<file path="src/fsim_consts.svh">
// Constants for the fault status and interrupt monitor
`ifndef FSIM_CONSTS_SVH
`define FSIM_CONSTS_SVH
// ----------------------------------------
// Clock and timing
// ----------------------------------------
`define FSIM_CLK_HZ          10000000
`define FSIM_SAMPLE_MS       100
`define FSIM_SAMPLE_CYC      ((`FSIM_CLK_HZ / 1000) * `FSIM_SAMPLE_MS)
`define FSIM_PULSE_NS        10000
`define FSIM_PULSE_CYC       ((`FSIM_PULSE_NS * (`FSIM_CLK_HZ / 1000000)) / 1000)
// ----------------------------------------
// Thresholds
// ----------------------------------------
`define FSIM_TH_RESET        10'h3ff
`define FSIM_HYS_RESET       7'h0a
`define FSIM_TH_LIMIT        11'h3fe
// ----------------------------------------
// Warning bit positions
// ----------------------------------------
`define FSIM_W_CONV1_OC      0
`define FSIM_W_CONV2_OC      1
`define FSIM_W_LED_UV        2
`define FSIM_W_LED_OV        3
`define FSIM_W_LED_TW        4
`define FSIM_W_LED_TSD       5
`define FSIM_W_CHIP_TW       6
// ----------------------------------------
// Error bit positions
// ----------------------------------------
`define FSIM_E_CONV2_DESAT   0
`define FSIM_E_LED_DESAT     1
`define FSIM_E_LED_OC        2
`endif

</file>
<file path="src/fsim_pkg.sv">
// Types for the fault status and interrupt monitor
package fsim_pkg;
  // Interrupt pulse state, Gray coded
  typedef enum logic [1:0]
  {
    FSIM_IRQ_IDLE = 2'b00,
    FSIM_IRQ_LOW  = 2'b01,
    FSIM_IRQ_WAIT = 2'b11
  } fsim_irq_state_t;
endpackage

</file>
<file path="src/fsim_hyst_cmp.sv">
// One hysteresis comparator for a warning channel
`timescale 1ns/1ps
`include "fsim_consts.svh"
module fsim_hyst_cmp
(
  input  wire logic       i_clk_sys,   // System clock
  input  wire logic       i_rst_b,     // Async reset, active low
  input  wire logic       i_sample,    // New ADC value strobe
  input  wire logic [9:0] i_value,     // Measured value
  input  wire logic [9:0] i_thresh,    // Programmed threshold
  input  wire logic [6:0] i_hyst,      // Programmed hysteresis
  input  wire logic       i_low_side,  // Set for undervoltage direction
  output logic            o_warn       // Warning state
);
  // ----------------------------------------
  // Compare limits
  // ----------------------------------------
  logic [10:0] hi_lim;                 // Threshold plus hysteresis
  logic [10:0] lo_lim;                 // Threshold minus hysteresis
  logic [10:0] val_w;                  // Widened value
  logic        disabled;               // Channel switched off
  logic        warn_q;                 // Held warning
  logic        warn_d;                 // Next warning
  assign hi_lim   = {1'b0, i_thresh} + {4'h0, i_hyst};
  assign lo_lim   = {1'b0, i_thresh} - {4'h0, i_hyst};
  assign val_w    = {1'b0, i_value};
  assign disabled = hi_lim > `FSIM_TH_LIMIT; // RULE_05
  // Low side flips the sense; borrow in lo_lim means never below
  assign warn_d = disabled ? 1'b0 :
                  !i_sample ? warn_q :
                  i_low_side ? (warn_q ? !(val_w > hi_lim)
                                       : (!lo_lim[10] && val_w < lo_lim))
                             : (warn_q ? !(!lo_lim[10] && val_w < lo_lim) // RULE_03
                                       : (val_w > hi_lim)); // RULE_02
  // ----------------------------------------
  // State register
  // ----------------------------------------
  always_ff @(posedge i_clk_sys or negedge i_rst_b)
  begin
    if (!i_rst_b)
      warn_q <= 1'b0;
    else
      warn_q <= warn_d;
  end
  assign o_warn = warn_q;
endmodule

</file>
<file path="src/fsim_status_grp.sv">
// Rising and falling capture for one status group
`timescale 1ns/1ps
module fsim_status_grp
#(
  parameter int W = 7                  // Group width
)
(
  input  wire logic         i_clk_sys, // System clock
  input  wire logic         i_rst_b,   // Async reset, active low
  input  wire logic [W-1:0] i_live,    // Live status
  input  wire logic         i_rd_rise, // Clear-on-read rise capture
  input  wire logic         i_rd_fall, // Clear-on-read fall capture
  output logic      [W-1:0] o_live,    // Registered live status
  output logic      [W-1:0] o_rise,    // Rise capture
  output logic      [W-1:0] o_fall     // Fall capture
);
  // ----------------------------------------
  // Edge detection and capture
  // ----------------------------------------
  logic [W-1:0] live_q;                // Last live value
  logic [W-1:0] rise_q;                // Rise capture
  logic [W-1:0] fall_q;                // Fall capture
  logic [W-1:0] rise_ev;               // New rise event
  logic [W-1:0] fall_ev;               // New fall event
  assign rise_ev = i_live & ~live_q;   // RULE_20
  assign fall_ev = ~i_live & live_q;   // RULE_21
  // Set wins over the read clear so no event is lost
  always_ff @(posedge i_clk_sys or negedge i_rst_b)
  begin
    if (!i_rst_b)
    begin
      live_q <= '0;
      rise_q <= '0;
      fall_q <= '0;
    end
    else
    begin
      live_q <= i_live;
      rise_q <= (i_rd_rise ? '0 : rise_q) | rise_ev; // RULE_23
      fall_q <= (i_rd_fall ? '0 : fall_q) | fall_ev; // RULE_23
    end
  end
  assign o_live = live_q;
  assign o_rise = rise_q;
  assign o_fall = fall_q;
endmodule

</file>
<file path="src/fsim_top.sv">
// Fault supervision and interrupt top level
// ----------------------------------------
// Summary of operation
// RULE_01: Warnings only report, never alter power blocks
// RULE_02: Warning sets above threshold plus hysteresis
// RULE_03: Warning clears below threshold minus hysteresis
// RULE_04: Compare ADC samples taken every 100 ms
// RULE_05: Threshold plus hysteresis above 1022 disables
// RULE_06: Thresholds reset to 1023, warnings off
// RULE_07: Chip thermal warning fixed, always enabled
// RULE_08: LED overvoltage uses threshold plus hysteresis
// RULE_09: Converter overcurrent compares averaged current
// RULE_10: Errors disable the offending block at once
// RULE_11: LED desat holds driver off until enable cleared
// RULE_12: Conv2 desat holds off until enable cleared
// RULE_13: LED overcurrent disables LED until enable cleared
// RULE_14: Thermal shutdown holds all in reset
// RULE_15: Errors group two, warnings group one
// RULE_16: Masked rise or fall capture raises interrupt
// RULE_17: Interrupt open-drain, active low
// RULE_18: Level mode holds line while condition holds
// RULE_19: Pulse mode gives about 10 us low
// RULE_20: Rise capture latches, cleared on read
// RULE_21: Fall capture latches, cleared on read
// RULE_22: Level line low until read and clear
// RULE_23: Event beats simultaneous read clear
// RULE_24: Pulse width timed by clock counter
// ----------------------------------------
`timescale 1ns/1ps
`include "fsim_consts.svh"
module fsim_top
(
  input  wire logic       i_clk_sys,          // 10 MHz system clock
  input  wire logic       i_rst_b,            // Async reset, active low
  input  wire logic [9:0] i_adc_led_temp,     // LED temp pin sample
  input  wire logic [9:0] i_adc_led_volt,     // LED string voltage sample
  input  wire logic [9:0] i_adc_conv1_iavg,   // Conv1 averaged current
  input  wire logic [9:0] i_adc_conv2_iavg,   // Conv2 averaged current
  input  wire logic       i_diag_enable,      // Diagnostics enable
  input  wire logic       i_chip_over_warn,   // Junction above warn limit
  input  wire logic       i_shutdown_hot,     // Junction at high limit
  input  wire logic       i_shutdown_cool,    // Junction below low limit
  input  wire logic       i_led_desat,        // LED desaturation fault
  input  wire logic       i_led_oc,           // LED sense over limit
  input  wire logic       i_conv2_desat,      // Conv2 desaturation fault
  input  wire logic [9:0] i_led_tw_th,        // LED temp warn threshold
  input  wire logic [6:0] i_led_tw_hys,       // LED temp warn hysteresis
  input  wire logic [9:0] i_led_tsd_th,       // LED temp shutdown threshold
  input  wire logic [6:0] i_led_tsd_hys,      // LED temp shutdown hysteresis
  input  wire logic [9:0] i_led_ov_th,        // LED overvolt threshold
  input  wire logic [6:0] i_led_ov_hys,       // LED overvolt hysteresis
  input  wire logic [9:0] i_led_uv_th,        // LED undervolt threshold
  input  wire logic [6:0] i_led_uv_hys,       // LED undervolt hysteresis
  input  wire logic [9:0] i_conv1_oc_th,      // Conv1 overcurrent threshold
  input  wire logic [6:0] i_conv1_oc_hys,     // Conv1 overcurrent hysteresis
  input  wire logic [9:0] i_conv2_oc_th,      // Conv2 overcurrent threshold
  input  wire logic [6:0] i_conv2_oc_hys,     // Conv2 overcurrent hysteresis
  input  wire logic       i_th_wr,            // Threshold write strobe
  input  wire logic       i_led_driver_enable,// Host LED enable bit
  input  wire logic       i_conv2_enable,     // Host conv2 enable bit
  input  wire logic       i_irq_pulse_select, // 1 pulse, 0 level
  input  wire logic [6:0] i_rise_irq_mask_w,  // Warning rise mask
  input  wire logic [2:0] i_rise_irq_mask_e,  // Error rise mask
  input  wire logic [6:0] i_fall_irq_mask_w,  // Warning fall mask
  input  wire logic [2:0] i_fall_irq_mask_e,  // Error fall mask
  input  wire logic       i_rd_rise_w,        // Read rise capture warnings
  input  wire logic       i_rd_rise_e,        // Read rise capture errors
  input  wire logic       i_rd_fall_w,        // Read fall capture warnings
  input  wire logic       i_rd_fall_e,        // Read fall capture errors
  output logic      [6:0] o_live_warning_status, // Live warnings
  output logic      [2:0] o_live_error_status,   // Live errors
  output logic      [6:0] o_rise_capture_warnings, // Rise capture warnings
  output logic      [2:0] o_rise_capture_errors,   // Rise capture errors
  output logic      [6:0] o_fall_capture_warnings, // Fall capture warnings
  output logic      [2:0] o_fall_capture_errors,   // Fall capture errors
  output logic            o_led_run,          // LED driver may run
  output logic            o_conv2_run,        // Conv2 may run
  output logic            o_shutdown,         // Chip held in reset
  output logic            o_irq_out_n,        // Interrupt pin out (always 0)
  output logic            o_irq_oe            // Interrupt pull-low enable
);
  // ----------------------------------------
  // Thermal shutdown hold
  // ----------------------------------------
  logic shut_q;                       // Shutdown held
  logic shut_d;                       // Next shutdown
  logic rst_int_b;                    // Internal reset for the rest
  assign shut_d = i_shutdown_hot ? 1'b1 :
                  i_shutdown_cool ? 1'b0 : shut_q; // RULE_14
  always_ff @(posedge i_clk_sys or negedge i_rst_b)
  begin
    if (!i_rst_b)
      shut_q <= 1'b0;
    else
      shut_q <= shut_d;
  end
  // Gated reset; shut_q is a flop so no glitch reaches the reset tree
  assign rst_int_b = i_rst_b & ~shut_q; // RULE_14

  // ----------------------------------------
  // Sample tick, one per ADC period
  // ----------------------------------------
  localparam int SMP_CYC = `FSIM_SAMPLE_CYC;
  logic [19:0] smp_cnt_q;             // Sample period counter
  logic        smp_tick;              // Compare strobe
  assign smp_tick = i_diag_enable && (smp_cnt_q == 20'h0); // RULE_04
  always_ff @(posedge i_clk_sys or negedge rst_int_b)
  begin
    if (!rst_int_b)
      smp_cnt_q <= 20'h0;
    else if (smp_cnt_q == 20'(SMP_CYC - 1))
      smp_cnt_q <= 20'h0;
    else
      smp_cnt_q <= smp_cnt_q + 20'h1;
  end

  // ----------------------------------------
  // Threshold storage, reset to disabled
  // ----------------------------------------
  logic [9:0] th_q  [6];               // Thresholds per channel
  logic [6:0] hys_q [6];               // Hysteresis per channel
  always_ff @(posedge i_clk_sys or negedge rst_int_b)
  begin
    if (!rst_int_b)
    begin
      for (int i = 0; i < 6; i++)
      begin
        th_q[i]  <= `FSIM_TH_RESET;   // RULE_06
        hys_q[i] <= `FSIM_HYS_RESET;
      end
    end
    else if (i_th_wr)
    begin
      th_q[0]  <= i_conv1_oc_th;
      hys_q[0] <= i_conv1_oc_hys;
      th_q[1]  <= i_conv2_oc_th;
      hys_q[1] <= i_conv2_oc_hys;
      th_q[2]  <= i_led_uv_th;
      hys_q[2] <= i_led_uv_hys;
      th_q[3]  <= i_led_ov_th;
      hys_q[3] <= i_led_ov_hys;
      th_q[4]  <= i_led_tw_th;
      hys_q[4] <= i_led_tw_hys;
      th_q[5]  <= i_led_tsd_th;
      hys_q[5] <= i_led_tsd_hys;
    end
  end

  // ----------------------------------------
  // Programmable warning comparators
  // ----------------------------------------
  logic [9:0] meas [6];               // Measurement per channel
  logic [6:0] warn_live;              // Live warning vector
  assign meas[0] = i_adc_conv1_iavg;  // RULE_09
  assign meas[1] = i_adc_conv2_iavg;  // RULE_09
  assign meas[2] = i_adc_led_volt;
  assign meas[3] = i_adc_led_volt;    // RULE_08
  assign meas[4] = i_adc_led_temp;
  assign meas[5] = i_adc_led_temp;
  for (genvar g = 0; g < 6; g++)
  begin : g_cmp
    fsim_hyst_cmp u_cmp
    (
      .i_clk_sys  (i_clk_sys),
      .i_rst_b    (rst_int_b),
      .i_sample   (smp_tick),
      .i_value    (meas[g]),
      .i_thresh   (th_q[g]),
      .i_hyst     (hys_q[g]),
      .i_low_side (g == `FSIM_W_LED_UV),
      .o_warn     (warn_live[g])
    );
  end
  // Fixed limit, no disable path
  assign warn_live[`FSIM_W_CHIP_TW] = i_chip_over_warn; // RULE_07

  // ----------------------------------------
  // Error latches and power block gating
  // ----------------------------------------
  logic led_lock_q;                   // LED held off after error
  logic conv2_lock_q;                 // Conv2 held off after error
  logic led_run_q;                    // LED run output
  logic conv2_run_q;                  // Conv2 run output
  logic [2:0] err_live;               // Live error vector
  logic led_err;                      // Any LED error now
  assign err_live[`FSIM_E_CONV2_DESAT] = i_conv2_desat;
  assign err_live[`FSIM_E_LED_DESAT]   = i_led_desat;
  assign err_live[`FSIM_E_LED_OC]      = i_led_oc; // RULE_13
  assign led_err = i_led_desat | i_led_oc;
  // Lock releases only when the host drops the enable bit
  always_ff @(posedge i_clk_sys or negedge rst_int_b)
  begin
    if (!rst_int_b)
    begin
      led_lock_q   <= 1'b0;
      conv2_lock_q <= 1'b0;
    end
    else
    begin
      led_lock_q   <= led_err | (led_lock_q & i_led_driver_enable);     // RULE_11
      conv2_lock_q <= i_conv2_desat | (conv2_lock_q & i_conv2_enable); // RULE_12
    end
  end
  // Warnings never enter these terms
  always_ff @(posedge i_clk_sys or negedge rst_int_b)
  begin
    if (!rst_int_b)
    begin
      led_run_q   <= 1'b0;
      conv2_run_q <= 1'b0;
    end
    else
    begin
      led_run_q   <= i_led_driver_enable & ~led_err & ~led_lock_q; // RULE_10 RULE_01
      conv2_run_q <= i_conv2_enable & ~i_conv2_desat & ~conv2_lock_q; // RULE_10
    end
  end

  // ----------------------------------------
  // Status groups
  // ----------------------------------------
  logic [6:0] w_live, w_rise, w_fall; // Warning group
  logic [2:0] e_live, e_rise, e_fall; // Error group
  fsim_status_grp #(.W(7)) u_warn_grp // RULE_15
  (
    .i_clk_sys (i_clk_sys),
    .i_rst_b   (rst_int_b),
    .i_live    (warn_live),
    .i_rd_rise (i_rd_rise_w),
    .i_rd_fall (i_rd_fall_w),
    .o_live    (w_live),
    .o_rise    (w_rise),
    .o_fall    (w_fall)
  );
  fsim_status_grp #(.W(3)) u_err_grp  // RULE_15
  (
    .i_clk_sys (i_clk_sys),
    .i_rst_b   (rst_int_b),
    .i_live    (err_live),
    .i_rd_rise (i_rd_rise_e),
    .i_rd_fall (i_rd_fall_e),
    .o_live    (e_live),
    .o_rise    (e_rise),
    .o_fall    (e_fall)
  );

  // ----------------------------------------
  // Interrupt condition and line drive
  // ----------------------------------------
  localparam int PULSE_CYC = `FSIM_PULSE_CYC;
  logic irq_cond;                     // Any masked capture set
  logic cond_q;                       // Last condition
  logic irq_oe_q;                     // Line pulled low
  logic [7:0] pcnt_q;                 // Pulse width counter
  fsim_pkg::fsim_irq_state_t st_q;    // Pulse state
  assign irq_cond = |(w_rise & i_rise_irq_mask_w) | |(e_rise & i_rise_irq_mask_e) |
                    |(w_fall & i_fall_irq_mask_w) | |(e_fall & i_fall_irq_mask_e); // RULE_16
  // Pulse mode fires on each new assertion of the condition seen while in the idle state
  always_ff @(posedge i_clk_sys or negedge rst_int_b)
  begin
    if (!rst_int_b)
    begin
      st_q     <= fsim_pkg::FSIM_IRQ_IDLE;
      pcnt_q   <= 8'h0;
      cond_q   <= 1'b0;
      irq_oe_q <= 1'b0;
    end
    else
    begin
      cond_q <= irq_cond;
      case (st_q)
        fsim_pkg::FSIM_IRQ_IDLE:
        begin
          if (i_irq_pulse_select && irq_cond && !cond_q)
          begin
            st_q   <= fsim_pkg::FSIM_IRQ_LOW;
            pcnt_q <= 8'(PULSE_CYC - 1); // RULE_24
          end
        end
        fsim_pkg::FSIM_IRQ_LOW:
        begin
          if (pcnt_q == 8'h0)
            st_q <= fsim_pkg::FSIM_IRQ_IDLE;
          else
            pcnt_q <= pcnt_q - 8'h1; // RULE_24
        end
        default:
          st_q <= fsim_pkg::FSIM_IRQ_IDLE;
      endcase
      // Level mode tracks the condition, clearing once a read empties the masked captures
      irq_oe_q <= i_irq_pulse_select ?
                  ((st_q == fsim_pkg::FSIM_IRQ_LOW) && (pcnt_q != 8'h0)) |
                  ((st_q == fsim_pkg::FSIM_IRQ_IDLE) && irq_cond && !cond_q) // RULE_19
                  : irq_cond; // RULE_18 RULE_22
    end
  end

  // ----------------------------------------
  // Output registers
  // ----------------------------------------
  always_ff @(posedge i_clk_sys or negedge i_rst_b)
  begin
    if (!i_rst_b)
      o_irq_out_n <= 1'b0;
    else
      o_irq_out_n <= 1'b0;        // RULE_17
  end
  assign o_irq_oe                = irq_oe_q;  // RULE_17
  assign o_live_warning_status   = w_live;
  assign o_live_error_status     = e_live;
  assign o_rise_capture_warnings = w_rise;
  assign o_rise_capture_errors   = e_rise;
  assign o_fall_capture_warnings = w_fall;
  assign o_fall_capture_errors   = e_fall;
  assign o_led_run               = led_run_q;
  assign o_conv2_run             = conv2_run_q;
  assign o_shutdown              = shut_q;
endmodule

</file>
<file path="config.mk">
export PLATFORM = sky130hd
export DESIGN_NAME = fsim_top
export DESIGN_NICKNAME = d
export VERILOG_FILES = /design/src/fsim_pkg.sv /design/src/fsim_hyst_cmp.sv /design/src/fsim_status_grp.sv /design/src/fsim_top.sv
export VERILOG_INCLUDE_DIRS = /design/src
export SDC_FILE = /design/constraint.sdc
export NUM_CORES = 1
export LEC_CHECK = 0
export CORE_AREA = 5 5 175 177
export CTS_CLUSTER_DIAMETER = 30
export DETAILED_ROUTE_END_ITERATION = 8
export DIE_AREA = 0 0 180 182
export DONT_BUFFER_PORTS = 1
export MAX_ROUTING_LAYER = met4
export PLACE_DENSITY = 0.62
export SLEW_MARGIN = 25
export SYNTH_ARGS = -nofsm -noshare
export SYNTH_HDL_FRONTEND = slang
export SYNTH_HIERARCHICAL = 1
export SYNTH_SLANG_ARGS = --single-unit
</file>
<file path="constraint.sdc">
create_clock -name i_clk_sys -period 14.8 [get_ports i_clk_sys]
set_input_delay 0.74 -clock i_clk_sys [delete_from_list [all_inputs] [get_ports i_clk_sys]]
set_output_delay 0.74 -clock i_clk_sys [all_outputs]
set_load 0.02 [all_outputs]
</file>
==> summary.txt <==
Logic synthesis
  – Library cells used by synthesis: 82
  – Synth Cell Area: 14190 µm²
  – Number of flops mapped to enable cells by yosys: 0
  – Mean area per synthesized cell: 9.801 µm²
  – Primary FF master, synth: dfrtp_1
  – Syn. warnings: 6
  – #FFs+latches synth: 174
  – Sequential-to-total area share from yosys stat: 31.31%
  – Syn Inst Count: 1448
  – Asr flop ratio synth: 100.0%

Layout
  – Share of layout cells above drive strength 1: 18.13%
  – Net count, final: 1842
  – Most frequent cells in the layout: 202 x ha_1, 156 x inv_1, 102 x mux2_2, 102 x dfrtp_1, 81 x nor2_1
  – Fillers: 2666
  – Area grow syn2layout: 6.859%
  – Commonest non-fill, non-tap cell in the layout: ha_1
  – Post-route design area: 15170 µm²

CTS
  – Clk_lat worst skew: 440 ps
  – Clock slew at reported path FFs: 70 ps
  – Clock Path Buffers: 2
  – Setup Buffers After CTS: 0
  – H-Tree Depth: 4
  – Clock buffers created by TritonCTS: 17
  – CTS tree: built
  – Root buf cell: clkbuf_16
  – Clk sinks: 174

STA
  – Slew Limit Fails: 0
  – Period utilisation layout: 24.29%
  – Final Hold Vio Count: 0
  – Final setup skew: 11.40 ps
  – Setup TNS: 0 ps
  – Slew margin rel.: 42.25%
  – Final setup fails: 0
  – RSZ-0062 raised after global routing: false
  – Hold_ws: 309.7 ps
  – Max Fclk: 0.2782 GHz
  – Crit path time final: 3594 ps
  – Least-Margin Pin Slew: 866.2 ps

Worst setup path
  – Crit start category: flip-flop
  – CP Data Arrival Time: 3950 ps
  – RR Endpoint: g_cmp[1].u_cmp/o_warn
  – Critical Path RT: 15150 ps
  – Reg2Reg Depth: 15
  – Worst Setup End Kind: flip-flop
  – CP Class: flip-flop to flip-flop
  – CP max FO: 3
  – Critical Path End: g_cmp[1].u_cmp/o_warn
  – Internal reg-to-reg setup slack: 11210 ps
  – Critical R2R Launch: hys_q[28]
  – CP Launch Point: hys_q[28]

GRT
  – GRT Util Overall: 20.23%
  – Vias in the first global route: 10120
  – Remaining Overflow, GRT: 0
  – Global-route wire length before repair: 52620 µm
  – Initial antenna violation count: 4
  – Largest net degree at the start of global routing: 103

Floorplanning
  – Full die area: 32760 µm²
  – Starting Density: 48.79%
  – CORE AREA: 29090 µm²
  – I/O pins: 214
  – Die width: 180 µm
  – Floorplan row count: 63
  – Die height: 182 µm

Status
  – Status: completed

Power and ir drop
  – Lkg Pwr: 0.006890 µW
  – PwrDens: 114.5 nW/µm²
  – VDD IR max: 0.07255 mV

Placed design
  – Dpl cell area: 14540 µm²
  – GP Congestion: 0.8725
  – DPL Wire Length: 25650 µm
  – PortBufs: 0

Detailed routing
  – Met1 wire length: 14730 µm
  – Post-Route WL: 31920 µm
  – Starting DRT DRC Count: 401
  – Total number of vias: 10260
  – Wire length on met3: 1837 µm
  – Metal2 WL: 14790 µm
  – Drt pass-1 iters: 5
  – DR top layer: met4
  – DRC: 0
  – ANT nets after route: 0
  – Vias/cell: 5.527
  – Routed wire per std cell: 17.19 µm

Run
  – Number of max-cap violations: 0

Worst hold path
  – Tightest Hold Check Type: input port to async pin
critical path: stages, from the launching register on:
cell and delay (ps):
dfrtp_1 400, ha_1 220, fa_1 410, nor2b_1 170, o311ai_1 340, a21oi_1 120
nor2_1 120, xnor2_1 170, ha_1 290, and3_1 180, and3_1 190, a32o_1 240
a31oi_1 200, a221oi_1 100, nand4b_1 190, a41oi_1 170
synthesized netlist by cell type (10+ instances only):
cell type    n  area (µm²)
clkbuf_1    16       60.06
o21ai_1     19       95.09
a221oi_1    12       105.1
nor3_1      26       130.1
nand2b_1    14       87.58
nor4_1      17       106.4
fa_1        12       240.2
ha_1       202        2527
nand3_1     32       160.2
dfrtp_1    102        2552
o22ai_1     13       81.33
nand2_1     50       187.7
a21o_1      19       142.6
or3_1       13       81.33
a31oi_1     11       68.82
xor2_1      36       315.3
o211ai_1    12       90.09
a21oi_1     57       285.3
nand4_1     16       100.1
dfstp_2     72        1892
xnor2_1     68       595.6
nor2_1      81       304.0
o21a_1      15       112.6
o21ai_0     28       140.1
nor2b_1     36       225.2
mux2_2     102        1149
a22oi_1     10       75.07
and3_1      16       100.1
buf_4       10       75.07
inv_1      156       585.6
kinds of logic (layout without fill, tap and decap cells):
family	count (synthesis)	in the layout	share of synthesized area, %
buffers and inverters	199	196	5.880
adder cells (fa/ha/maj)	214	214	19.50
AO/OA/AOI/OAI	293	293	14.64
AND/OR/NAND/NOR	353	353	13.54
multiplexers	108	108	8.534
other	2	24	0.05292
flip-flops	174	174	31.31
XOR/XNOR	105	105	6.533
what timing repair did:
action	CTS	global route
endpoints found under the hold margin	1	0
setup endpoints to repair	0	0
hold buffers	1	0
gates resized for setup	0	0
metrics by stage:
stage               setup slack (ps)  power, µW  instances  utilization (%)
CTS                            11190       1760       1851            51.99
floorplan                       3616       1165       1465                -
global route                   10860       1884       1856            52.13
global placement               11250       1282       1818            49.99
detailed placement             11210       1298       1818            49.99
finish                         11210       1736       1857            52.14
power breakdown:
part	switching, µW	internal, µW	leakage [µW]
registers	85.9	541	0.00204
clock network	205	240	0.000272
logic	349	315	0.00457
sequential cells by signal, summed over array words and instances, names as in the netlist:
name and count:
th_q 60, hys_q 42, smp_cnt_q 20, pcnt_q 8
u_warn_grp/o_fall 7, u_warn_grp/o_live 7, u_warn_grp/o_rise 7, g_cmp.u_cmp/o_warn 6
u_err_grp/o_fall 3, u_err_grp/o_live 3, u_err_grp/o_rise 3, cond_q 1
conv2_lock_q 1, led_lock_q 1, o_conv2_run 1, o_irq_oe 1
o_led_run 1, o_shutdown 1, st_q 1
per-layer routing:
metal | vias up | track usage, %
li1 | 5147 | -
met1 | 4851 | 25.86
met2 | 228 | 31.87
met3 | 37 | 5.268
met4 | 0 | 5.913
met5 | - | -
layout make-up:
type	count	area, µm²	area share [%]
multi-input combinational	1092	8990	59.28
antenna	5	12.51	0.08250
timing repair buffer	5	63.81	0.4208
tap	390	488.0	3.218
sequential	174	4444	29.30
clock buffer	19	442.9	2.921
inverter	159	596.8	3.935
clock inverter	13	127.6	0.8415
worst min path at each step:
| stage | endpoint | slack, ps | cells after the start |
|---|---|---|---|
| CTS | u_warn_grp/o_live[6] | 280 | 0 |
| global placement | o_conv2_run | 420 | 1 |
| global route | u_warn_grp/o_live[6] | 280 | 0 |
| floorplan | o_conv2_run | 410 | 1 |
| detailed placement | o_conv2_run | 430 | 1 |
| finish | hys_q[39] | 310 | 1 |
No activity file was read; power rests on OpenSTA's default activity.
